File: src/mode_six_pkg.sv
// Behaviour
// Controller writes zero to bits 21, 17
// Device routes writes by select bits 20:18
// Bits 12:10 encode spacing 4 to 8
// Controller picks spacing from data rate
// Device accepts spacing down to four cycles
// Controller writes zero equalisation field
// Bit 7 switches reference training on
// Bit 6 selects reference training range
// Bits 5:0 hold reference level code
// Ranges span 60-92 and 45-77 percent
// Fifty levels, about 0.65 percent steps
// Training enable set when changing bits 6:0
// Strobes and write enable low on write
// Word bits ride bank and address pins
// Controller never writes reserved spacing codes
// Fields hold until next matching write
package mode_six_pkg;

  // Word layout
  localparam int WORD_W       = 22;
  localparam int RSV_HI_BIT   = 21;
  localparam int SEL_HI       = 20;
  localparam int SEL_LO       = 18;
  localparam int RSV_LO_BIT   = 17;
  localparam int CMD_PIN_HI   = 16;
  localparam int CMD_PIN_LO   = 14;
  localparam int EQ_HI_BIT    = 13;
  localparam int SPACE_HI     = 12;
  localparam int SPACE_LO     = 10;
  localparam int EQ_MID_BIT   = 9;
  localparam int EQ_LO_BIT    = 8;
  localparam int TRAIN_EN_BIT = 7;
  localparam int RANGE_BIT    = 6;
  localparam int LEVEL_HI     = 5;

  // Select codes
  localparam logic [2:0] SEL_SIXTH     = 3'h6;
  localparam logic [2:0] SEL_FORBIDDEN = 3'h7;

  // Spacing codes and cycle counts
  localparam logic [2:0] SPACE_CODE_4   = 3'h0;
  localparam logic [2:0] SPACE_CODE_5   = 3'h1;
  localparam logic [2:0] SPACE_CODE_6   = 3'h2;
  localparam logic [2:0] SPACE_CODE_7   = 3'h3;
  localparam logic [2:0] SPACE_CODE_8   = 3'h4;
  localparam logic [3:0] SPACE_FLOOR    = 4'h4;
  localparam logic [3:0] SPACE_CEIL     = 4'h8;
  localparam logic [3:0] GAP_IDLE       = 4'hf;

  // Data rate limits per spacing code, Mb/s
  localparam int RATE_4_MAX = 1333;
  localparam int RATE_5_MAX = 1866;
  localparam int RATE_6_MAX = 2400;
  localparam int RATE_7_MAX = 2666;
  localparam int RATE_8_MAX = 3200;

  // Timed spacing lower bound
  localparam int CLK_MHZ        = 100;
  localparam int SPACE_TIME_NS  = 5;
  localparam int SPACE_TIME_RAW = (SPACE_TIME_NS * CLK_MHZ + 999) / 1000;
  localparam logic [3:0] SPACE_TIME_CYC = (SPACE_TIME_RAW < 1) ? 4'h1 : 4'(SPACE_TIME_RAW);

  // Equalisation and reference levels, hundredths of a percent of supply
  localparam logic [2:0]  EQ_DEFAULT     = 3'h0;
  localparam logic [5:0]  LEVEL_COUNT    = 6'h32;
  localparam logic [13:0] RANGE1_BASE    = 14'h1770;
  localparam logic [13:0] RANGE2_BASE    = 14'h1194;
  localparam logic [13:0] LEVEL_STEP     = 14'h0041;

  // Reset values
  localparam logic [2:0]  SPACE_RESET    = 3'h0;
  localparam logic [5:0]  LEVEL_RESET    = 6'h00;
  localparam logic [13:0] PCT_RESET      = 14'h1770;

endpackage

File: src/mode_link.sv
`timescale 1ns/1ns
// Command and address pins between controller and memory
interface mode_link;
  logic       cs_n;
  logic       act_n;
  logic       ras_n;
  logic       cas_n;
  logic       we_n;
  logic [1:0] bg;
  logic [1:0] ba;
  logic       a17;
  logic [13:0] a;

  modport controller (output cs_n, act_n, ras_n, cas_n, we_n, bg, ba, a17, a);
  modport device     (input  cs_n, act_n, ras_n, cas_n, we_n, bg, ba, a17, a);
endinterface

File: src/mode_six_device_end.sv
`timescale 1ns/1ns
module mode_six_device_end
(
  input  wire logic        clk,
  input  wire logic        rst_n,
  mode_link.device         link,
  output logic [6:0]       mode_write_pulse,
  output logic             forbidden_code_pulse,
  output logic             reserved_bit_err,
  output logic             equalisation_err,
  output logic             spacing_code_err,
  output logic             level_code_err,
  output logic             unguarded_change_err,
  output logic [2:0]       data_receiver_equalisation,
  output logic [2:0]       spacing_code,
  output logic [3:0]       spacing_cycles,
  output logic             spacing_violation_pulse,
  output logic             training_enable,
  output logic             training_range,
  output logic [5:0]       training_level,
  output logic [13:0]      level_hundredths
);

  logic              mode_cmd;
  logic              col_cmd;
  logic [21:0]       word;
  logic [2:0]        sel;
  logic              sixth_write;
  logic [2:0]        word_space;
  logic [3:0]        next_spacing;
  logic [13:0]       next_pct;
  logic [3:0]        gap [4];
  // Gap tracking for the column spacing check
  logic              prior_col;
  logic [3:0]        col_distance;

  // Command decode on the rising edge, strobes and write enable all low
  // Activate high keeps the three strobes as command pins, not row address
  assign mode_cmd = !link.cs_n && link.act_n && !link.ras_n && !link.cas_n && !link.we_n;
  assign col_cmd  = !link.cs_n && link.act_n && link.ras_n && !link.cas_n;

  // Word assembled by pin index; command pins carry no word bits
  // Bits 16:14 sit under the strobe pins and always read as zero
  assign word = {link.bg, link.ba, link.a17, 3'h0, link.a};

  // Select field routes the write; code seven reaches no register
  assign sel         = word[mode_six_pkg::SEL_HI:mode_six_pkg::SEL_LO];
  assign sixth_write = mode_cmd && (sel == mode_six_pkg::SEL_SIXTH);
  assign word_space  = word[mode_six_pkg::SPACE_HI:mode_six_pkg::SPACE_LO];

  // Spacing in cycles from the stored code, floor four, timed bound respected
  // A timed bound shorter than the floor leaves the floor in charge
  always_comb
  begin
    case (spacing_code)
      mode_six_pkg::SPACE_CODE_4: next_spacing = 4'h4;
      mode_six_pkg::SPACE_CODE_5: next_spacing = 4'h5;
      mode_six_pkg::SPACE_CODE_6: next_spacing = 4'h6;
      mode_six_pkg::SPACE_CODE_7: next_spacing = 4'h7;
      mode_six_pkg::SPACE_CODE_8: next_spacing = 4'h8;
      default:                    next_spacing = mode_six_pkg::SPACE_CEIL; // Reserved codes run safest
    endcase
    if (next_spacing < mode_six_pkg::SPACE_TIME_CYC)
    begin
      next_spacing = mode_six_pkg::SPACE_TIME_CYC;
    end
    if (next_spacing < mode_six_pkg::SPACE_FLOOR)
    begin
      next_spacing = mode_six_pkg::SPACE_FLOOR;
    end
  end

  // Reference level in hundredths of a percent, base by range plus step per code
  // Codes of fifty and up run past the level table; the error flag reports them
  always_comb
  begin
    next_pct = (training_range ? mode_six_pkg::RANGE2_BASE : mode_six_pkg::RANGE1_BASE)
             + 14'(training_level * mode_six_pkg::LEVEL_STEP);
  end

  // One-cycle write strobe per selected register, forbidden code flagged
  // Writes to the other six registers only pulse; nothing is stored here
  always_ff @(posedge clk or negedge rst_n)
  begin
    if (!rst_n)
    begin
      mode_write_pulse     <= 7'h00;
      forbidden_code_pulse <= 1'b0;
    end
    else
    begin
      mode_write_pulse     <= 7'h00;
      forbidden_code_pulse <= mode_cmd && (sel == mode_six_pkg::SEL_FORBIDDEN);
      if (mode_cmd && (sel != mode_six_pkg::SEL_FORBIDDEN))
      begin
        mode_write_pulse[sel] <= 1'b1;
      end
    end
  end

  // Register fields, held until the next write to this register
  // Reserved content is kept as written; the flags below report it
  always_ff @(posedge clk or negedge rst_n)
  begin
    if (!rst_n)
    begin
      spacing_code               <= mode_six_pkg::SPACE_RESET;
      data_receiver_equalisation <= mode_six_pkg::EQ_DEFAULT;
      training_enable            <= 1'b0;
      training_range             <= 1'b0;
      training_level             <= mode_six_pkg::LEVEL_RESET;
    end
    else if (sixth_write)
    begin
      spacing_code               <= word_space;
      data_receiver_equalisation <= {word[mode_six_pkg::EQ_HI_BIT], word[mode_six_pkg::EQ_MID_BIT],
                                     word[mode_six_pkg::EQ_LO_BIT]};
      training_enable            <= word[mode_six_pkg::TRAIN_EN_BIT];
      training_range             <= word[mode_six_pkg::RANGE_BIT];
      training_level             <= word[mode_six_pkg::LEVEL_HI:0];
    end
  end

  // Status of the last write to this register, reserved content flagged
  // Flags are not sticky: each follows the latest write only
  always_ff @(posedge clk or negedge rst_n)
  begin
    if (!rst_n)
    begin
      reserved_bit_err     <= 1'b0;
      equalisation_err     <= 1'b0;
      spacing_code_err     <= 1'b0;
      level_code_err       <= 1'b0;
      unguarded_change_err <= 1'b0;
    end
    else if (sixth_write)
    begin
      reserved_bit_err     <= word[mode_six_pkg::RSV_HI_BIT] || word[mode_six_pkg::RSV_LO_BIT];
      equalisation_err     <= word[mode_six_pkg::EQ_HI_BIT] || word[mode_six_pkg::EQ_MID_BIT]
                              || word[mode_six_pkg::EQ_LO_BIT];
      spacing_code_err     <= word_space > mode_six_pkg::SPACE_CODE_8;
      level_code_err       <= word[mode_six_pkg::LEVEL_HI:0] >= mode_six_pkg::LEVEL_COUNT;
      unguarded_change_err <= !word[mode_six_pkg::TRAIN_EN_BIT]
                              && ({word[mode_six_pkg::RANGE_BIT], word[mode_six_pkg::LEVEL_HI:0]}
                                  != {training_range, training_level});
    end
  end

  // Derived spacing and level follow the stored fields one cycle later
  // Registered so that both outputs come straight from flops
  always_ff @(posedge clk or negedge rst_n)
  begin
    if (!rst_n)
    begin
      spacing_cycles   <= mode_six_pkg::SPACE_FLOOR;
      level_hundredths <= mode_six_pkg::PCT_RESET;
    end
    else
    begin
      spacing_cycles   <= next_spacing;
      level_hundredths <= next_pct;
    end
  end

  // Cycles since the last column command, one counter per bank group
  // Counters park at the idle value, so a long quiet spell reads as no prior command
  genvar g;
  generate
    for (g = 0; g < 4; g++)
    begin : group_gap
      always_ff @(posedge clk or negedge rst_n)
      begin
        if (!rst_n)
        begin
          gap[g] <= mode_six_pkg::GAP_IDLE;
        end
        else if (col_cmd && (link.bg == 2'(g)))
        begin
          gap[g] <= 4'h0;
        end
        else if (gap[g] != mode_six_pkg::GAP_IDLE)
        begin
          gap[g] <= gap[g] + 4'h1;
        end
      end
    end
  endgenerate

  // Distance to the previous column command in the addressed group; an idle
  // counter means no earlier command, so the first one in a group never flags
  assign prior_col    = gap[link.bg] != mode_six_pkg::GAP_IDLE;
  assign col_distance = gap[link.bg] + 4'h1;

  // Column command closer than the spacing to the previous one in its group
  // Adjacent commands in one group are one cycle apart
  always_ff @(posedge clk or negedge rst_n)
  begin
    if (!rst_n)
    begin
      spacing_violation_pulse <= 1'b0;
    end
    else
    begin
      spacing_violation_pulse <= col_cmd && prior_col && (col_distance < spacing_cycles);
    end
  end

endmodule

File: src/flat_wrapper.sv
// flat-port wrapper written by rule: the top's interface ports become plain ports
module mode_six_device_end_flat 
  (clk, rst_n, mode_write_pulse, forbidden_code_pulse, reserved_bit_err, equalisation_err, spacing_code_err, level_code_err, unguarded_change_err, data_receiver_equalisation, spacing_code, spacing_cycles, spacing_violation_pulse, training_enable, training_range, training_level, level_hundredths, link_cs_n, link_act_n, link_ras_n, link_cas_n, link_we_n, link_bg, link_ba, link_a17, link_a);
  mode_link link_i ();
  input  wire logic clk;
  input  wire logic rst_n;
  output logic [6:0] mode_write_pulse;
  output logic forbidden_code_pulse;
  output logic reserved_bit_err;
  output logic equalisation_err;
  output logic spacing_code_err;
  output logic level_code_err;
  output logic unguarded_change_err;
  output logic [2:0] data_receiver_equalisation;
  output logic [2:0] spacing_code;
  output logic [3:0] spacing_cycles;
  output logic spacing_violation_pulse;
  output logic training_enable;
  output logic training_range;
  output logic [5:0] training_level;
  output logic [13:0] level_hundredths;
  input wire logic [$bits(link_i.cs_n)-1:0] link_cs_n;
  input wire logic [$bits(link_i.act_n)-1:0] link_act_n;
  input wire logic [$bits(link_i.ras_n)-1:0] link_ras_n;
  input wire logic [$bits(link_i.cas_n)-1:0] link_cas_n;
  input wire logic [$bits(link_i.we_n)-1:0] link_we_n;
  input wire logic [$bits(link_i.bg)-1:0] link_bg;
  input wire logic [$bits(link_i.ba)-1:0] link_ba;
  input wire logic [$bits(link_i.a17)-1:0] link_a17;
  input wire logic [$bits(link_i.a)-1:0] link_a;
  assign link_i.cs_n = link_cs_n;
  assign link_i.act_n = link_act_n;
  assign link_i.ras_n = link_ras_n;
  assign link_i.cas_n = link_cas_n;
  assign link_i.we_n = link_we_n;
  assign link_i.bg = link_bg;
  assign link_i.ba = link_ba;
  assign link_i.a17 = link_a17;
  assign link_i.a = link_a;
  mode_six_device_end u_core (.clk(clk), .rst_n(rst_n), .link(link_i), .mode_write_pulse(mode_write_pulse), .forbidden_code_pulse(forbidden_code_pulse), .reserved_bit_err(reserved_bit_err), .equalisation_err(equalisation_err), .spacing_code_err(spacing_code_err), .level_code_err(level_code_err), .unguarded_change_err(unguarded_change_err), .data_receiver_equalisation(data_receiver_equalisation), .spacing_code(spacing_code), .spacing_cycles(spacing_cycles), .spacing_violation_pulse(spacing_violation_pulse), .training_enable(training_enable), .training_range(training_range), .training_level(training_level), .level_hundredths(level_hundredths));
endmodule
File: config.mk
export PLATFORM = sky130hd
export DESIGN_NAME = mode_six_device_end_flat
export DESIGN_NICKNAME = d
export VERILOG_FILES = /design/src/mode_six_pkg.sv /design/src/mode_link.sv /design/src/mode_six_device_end.sv /design/src/flat_wrapper.sv
export SDC_FILE = /design/constraint.sdc
export NUM_CORES = 1
export LEC_CHECK = 0
export BUFFER_PORTS_ARGS = -buffer_cell sky130_fd_sc_hd__buf_2
export CAP_MARGIN = 20
export CORE_ASPECT_RATIO = 0.7
export CORE_MARGIN = 10
export CORE_UTILIZATION = 45
export CTS_BUF_LIST = sky130_fd_sc_hd__clkbuf_2
export CTS_CLUSTER_SIZE = 30
export DETAILED_ROUTE_END_ITERATION = 12
export PLACE_DENSITY = 0.69
export SETUP_SLACK_MARGIN = 0.05
export SKIP_LAST_GASP = 1
export SLEW_MARGIN = 10
export SYNTH_ARGS = -nofsm -noshare
export SYNTH_HDL_FRONTEND = slang
export SYNTH_SLANG_ARGS = --single-unit
File: constraint.sdc
create_clock -name clk -period 7.2 [get_ports clk]
set_input_delay 0.72 -clock clk [delete_from_list [all_inputs] [get_ports clk]]
set_output_delay 0.72 -clock clk [all_outputs]
set_load 0.03 [all_outputs]
=== After elaboration in Yosys (flattened, before gate mapping) ===
Index checks and enable logic that the tools add are counted.

* Register bits: 62
* Bits in latches: 0
* Bits in writable memories: 0
* Bits in read-only memories: 0
* Bits of input ports: 26
* Output and inout bits: 46
* Logic and storage cells: 99
* Memories: 0

* Add/sub/neg operators: 6
* $mul: 1
* Div/mod/pow operators: 0
* Magnitude comparators: 8
* Eq/ne operators: 15
* Shifts and indexed selects: 0
* Multiplexer cells: 18
* Bitwise operators: 1
* Reductions and logical operators: 31

{| class="wikitable"
|+ Operator list
! cell !! number
|-
| $mux W4 || 12
|-
| $add A4 B1 Y4 const B || 5
|-
| $ne A4 B4 Y1 const B || 5
|-
| $logic_and A1 B1 Y1 || 17
|-
| $pmux W4 S4 || 1
|-
| $add A14 B13 Y14 || 1
|-
| $mul A6 B7 Y13 const B || 1
|-
| $mux W11 || 1
|-
| $bmux W4 S2 || 1
|-
| $reduce_bool A2 Y1 || 4
|-
| $mux W7 || 1
|-
| $ne A7 B7 Y1 || 1
|-
| $eq A3 B2 Y1 const B || 2
|-
| $eq A3 B3 Y1 const B || 2
|-
| $ge A6 B6 Y1 const B || 1
|-
| $logic_not A1 Y1 || 5
|-
| $eq A2 B2 Y1 const B || 2
|-
| $lt A3 B4 Y1 const B || 1
|-
| $lt A4 B1 Y1 const B || 1
|-
| $lt A4 B3 Y1 const B || 1
|-
| $lt A4 B4 Y1 || 1
|-
| $demux W1 S3 || 1
|-
| $eq A3 B1 Y1 const B || 1
|-
| $ge A3 B1 Y1 const B || 1
|-
| other kinds (9) || 11
|}

=== Longest topological paths before layout ===
* Word-level depth: 7
* Gate-level depth with buffers: 10
* Depth with buffers taken out: 10

=== Least setup slack after synthesis ===
Ideal clock, no wire load.

* Path type: register to register
* Start point: reg u_core.training_level[5]
* End point: reg u_core.level_hundredths[11]
* Library setup time: 80 ps
* Arrival time: 2471 ps
* Data required time: 7120 ps
* Slack: 4649 ps
* Cell stages (with the launch flop): 11
* Path buffers: 0
* Clock period less this slack: 2551 ps
* Cell sequence: dfrtp_1 ha_1 ha_1 inv_1 fa_1 inv_1 ha_1 o21ai_0 a22oi_1 a31oi_1 xnor2_1

* Longest elaborated chain between the ends: 2

{| class="wikitable"
|+ Ends and longest elaborated chain
! element !! RTL line !! text
|-
| start: declaration || mode_six_device_end.sv:20 || <nowiki>output logic [5:0] training_level,</nowiki>
|-
| start signal: assignment || mode_six_device_end.sv:111 || <nowiki>training_level <= mode_six_pkg::LEVEL_RESET;</nowiki>
|-
| start signal: assignment || mode_six_device_end.sv:120 || <nowiki>training_level <= word[mode_six_pkg::LEVEL_HI:0];</nowiki>
|-
| $mul A6 B7 Y13 || mode_six_device_end.sv:78 || <nowiki>+ 14'(training_level * mode_six_pkg::LEVEL_STEP);</nowiki>
|-
| $add A14 B13 Y14 || mode_six_device_end.sv:78 ||
|-
| named net u_core.next_pct[11] || mode_six_device_end.sv:31 || <nowiki>logic [13:0] next_pct;</nowiki>
|-
| end signal: assignment || mode_six_device_end.sv:156 || <nowiki>level_hundredths <= mode_six_pkg::PCT_RESET;</nowiki>
|-
| end signal: assignment || mode_six_device_end.sv:161 || <nowiki>level_hundredths <= next_pct;</nowiki>
|-
| end: declaration || mode_six_device_end.sv:21 || <nowiki>output logic [13:0] level_hundredths</nowiki>
|}

The timed path passes the listed nets, and every way through them passes these cells.
A chain may end at the register's enable or synchronous reset.

=== Worst setup path in the final report ===
Same ends and word-level chain as after synthesis.

==> impl_results.md <==
* Status: finished clean
* Internal Power at 0.748 mW
* Die height at 88.8 µm
* Clk pwr share at 17.2%
* Finished Core Util at 56.2%
* CTS tree: done
* Net Count, Synth at 309
* CP arrival at 2.99 ns
* Yosys Warn Count at 0
* # H-tree levels at 3
* Critical Path RT at 7.62 ns
* Register area share after synthesis at 52.0%
* Die X at 118 µm
* Post-DP HPWL at 5150 µm
* Layout cells sized above 1 at 38.1%
* Sw Ratio at 38.7%
* Post-Synthesis Mean Instance Area at 11.7 µm²
* Unrepaired setup endpoints after global routing: false
* Fillers at 577
* Area growth from synthesis to layout at 18.1%
* Setup TNS at 0 ns
* EDFF count, synth at 0
* Final setup viols at 0
* Root Buffer Master: clkbuf_2
* Worst-path fanout max at 5
* Global-route wire length before repair at 11400 µm
* Initial antenna violation count at 0
* Final Cycle Share at 35.6%
* Top-count cell post-synth: dfrtp_1
* Maximum VDD drop at 0.129 mV
* Clock tree buffer depth at 2
* Gpl congestion at 0.811
* Post-Route WL at 6730 µm
* Post-layout minimum cycle time at 2.57 ns
* Core box area at 6400 µm²
* Post-CTS Setup Bufs at 0
* CP Launch Type: flip-flop
* Vias in the first global route at 2281
* 1st-iter DRT viols at 94
* Slew margin rel. at 48.7%
* Residual DRC at 0
* Share of synthesized registers carrying an async set or reset at 100%
* WL/cell at 15.6 µm
* P_sw at 0.472 mW
* Cts bufs inserted at 9
* Clk sink count at 62
* Lkg Pwr at 1.77 nW
* Top-area cell type share of the netlist area at 31.3%
* Pre-CTS setup slack at 4.54 ns
* Hold-fix buffers, CTS at 0
* Power density over cell area at 340 nW/µm²
* Top FF cell, synth: dfrtp_1
* Post-synthesis cell type with the largest combined area: dfrtp_1
* Syn Inst Count at 259
* Hold Fails Final Rpt at 0
* Ant. Diodes at 0
* PortBufs at 71
* DRT antenna net count at 0
* Worst-Skew Late Latency at 0.48 ns
* Largest net degree at the start of global routing at 63
* Reg power frac at 45.8%
* Reg2reg path depth at 10
* Synth unique cells at 39
* Row cnt at 24
* Number of placed I/O pins at 72
* Worst slew pin tran at 0.770 ns
* Die area at 10500 µm²
* Initial Util at 47.5%
* Clk_skew at 0.0259 ns
* Nets at 386
* Seq cells post-synth at 62
* GRT Total Usage at 13.6%
* Reg clk slew, reported paths at 0.19 ns
* PostCTS Resize Cnt at 0
* Most area-consuming cells after synthesis: dfrtp_1, dfstp_2, ha_1
* Combinational power share at 37.0%
* Via count at 2189
* Max-slew violations at 0
* Cell Area, Synth at 3040 µm²
* First-pass detailed-route iteration total at 4
* Highest Clock Rate at 390 MHz
* Kind of critical path: reg -> reg
* Hold Path Class: in -> async
* Remaining Overflow, GRT at 0
* Maxcap violations at 0
* PnR worst setup slack at 4.63 ns
* Top post-synthesis cells by count: dfrtp_1, nor2_1, dfstp_2
* Via-to-Cell Ratio at 5.07
* CP endpoint kind: flip-flop
[power by group through the flow]
stage          logic (mW)  clock network, mW  registers (mW)
2_1_floorplan       0.273                  0           0.617
3_5_place_dp        0.455                  0           0.563
6_report            0.452              0.210           0.558
3_3_place_gp        0.437                  0           0.559
5_1_grt             0.509              0.237           0.573
4_1_cts             0.456              0.220           0.558
[kinds of logic (layout without fill, tap and decap cells)]
logic type | count (synthesis) | after routing | share of synthesized area (%)
muxes | 19 | 19 | 8.72
xor gates and xnor gates | 20 | 20 | 5.76
and+or+nand+nor | 83 | 83 | 14.0
AOI/OAI and AO/OA | 27 | 27 | 5.56
buffers and inverters | 24 | 106 | 3.58
adders and majority gates | 24 | 24 | 10.4
DFF | 62 | 62 | 52.0
[sequential cells by signal (all words and copies together), names as in the netlist, 3 cells and up]
register,cells
u_core.data_receiver_equalisation,3
u_core.gap,16
u_core.level_hundredths,14
u_core.mode_write_pulse,7
u_core.spacing_code,3
u_core.spacing_cycles,4
u_core.training_level,6
[metrics by stage]
stage / instances / area [µm²] / power, mW / hold slack (ns)
after global routing: 432 / 3590 / 1.32 / 0.372
after floorplan: 259 / 3040 / 0.889 / 0.412
after detailed placement: 416 / 3480 / 1.02 / 0.428
after CTS: 432 / 3590 / 1.23 / 0.353
final: 432 / 3590 / 1.22 / 0.379
after global placement: 416 / 3480 / 0.996 / 0.425
[layout make-up]
| cell class | count | area (µm²) | area share (%) |
|---|---|---|---|
| inverter | 17 | 63.8 | 1.78 |
| clock inverter | 6 | 62.6 | 1.74 |
| multi-input combinational | 173 | 1350 | 37.6 |
| sequential | 62 | 1580 | 44.0 |
| timing repair buffer | 73 | 370 | 10.3 |
| clock buffer | 10 | 50.0 | 1.39 |
| tap | 91 | 114 | 3.17 |
[cell usage in the layout, fill, tap and decap left out, types with 2 or more instances in the layout]
| master | netlist | final |
|---|---|---|
| buf_2 | 0 | 71 |
| dfrtp_1 | 38 | 38 |
| nor2_1 | 26 | 26 |
| dfstp_2 | 24 | 24 |
| ha_1 | 22 | 22 |
| inv_1 | 17 | 17 |
| nand2_1 | 14 | 14 |
| nand3_1 | 13 | 13 |
| xnor2_1 | 13 | 13 |
| nor3_1 | 12 | 12 |
| clkbuf_2 | 0 | 10 |
| mux2_2 | 8 | 8 |
| o21ai_0 | 7 | 7 |
| xor2_1 | 7 | 7 |
| a31oi_1 | 7 | 7 |
| a21oi_1 | 5 | 5 |
| nor3b_1 | 5 | 5 |
| mux4_2 | 4 | 4 |
| mux2i_1 | 4 | 4 |
| nand2b_1 | 3 | 3 |
| mux2_4 | 3 | 3 |
| a22oi_1 | 2 | 2 |
| nor2b_1 | 2 | 2 |
| fa_1 | 2 | 2 |
| clkinvlp_4 | 0 | 2 |
| buf_4 | 3 | 2 |
[final timing paths]
kind	start	endpoint	slack (ns)
worst max-delay path	u_core.training_level[5]$_DFFE_PN0P_	u_core.level_hundredths[11]$_DFF_PN0_	4.63
worst min-delay path	rst_n	u_core.spacing_violation_pulse$_DFF_PN0_	0.38
worst max register to register	u_core.training_level[5]$_DFFE_PN0P_	u_core.level_hundredths[11]$_DFF_PN0_	4.63
worst min register to register	u_core.training_level[1]$_DFFE_PN0P_	u_core.level_hundredths[1]$_DFF_PN0_	0.44
max in group asynchronous	rst_n	u_core.level_hundredths[3]$_DFF_PN0_	6.32
min in group clk	u_core.training_level[1]$_DFFE_PN0P_	u_core.level_hundredths[1]$_DFF_PN0_	0.44
[worst max-delay path, stage by stage (launching register included)]
cell	delay, ns
dfrtp_1	0.48
ha_1	0.18
ha_1	0.14
inv_1	0.05
fa_1	0.47
inv_1	0.04
ha_1	0.33
o21ai_0	0.24
a22oi_1	0.17
a31oi_1	0.27
xnor2_1	0.14
[per-layer routing]
| metal | global-route usage (%) | vias to the layer above | share of wire (%) |
|---|---|---|---|
| met5 | 0 | - | 0 |
| met4 | 5.82 | 0 | 1.6 |
| met3 | 4.71 | 9 | 6.3 |
| met2 | 21.4 | 67 | 46 |
| met1 | 16.8 | 1057 | 47 |
| li1 | - | 1056 | - |
No activity file was read; power rests on OpenSTA's default activity.
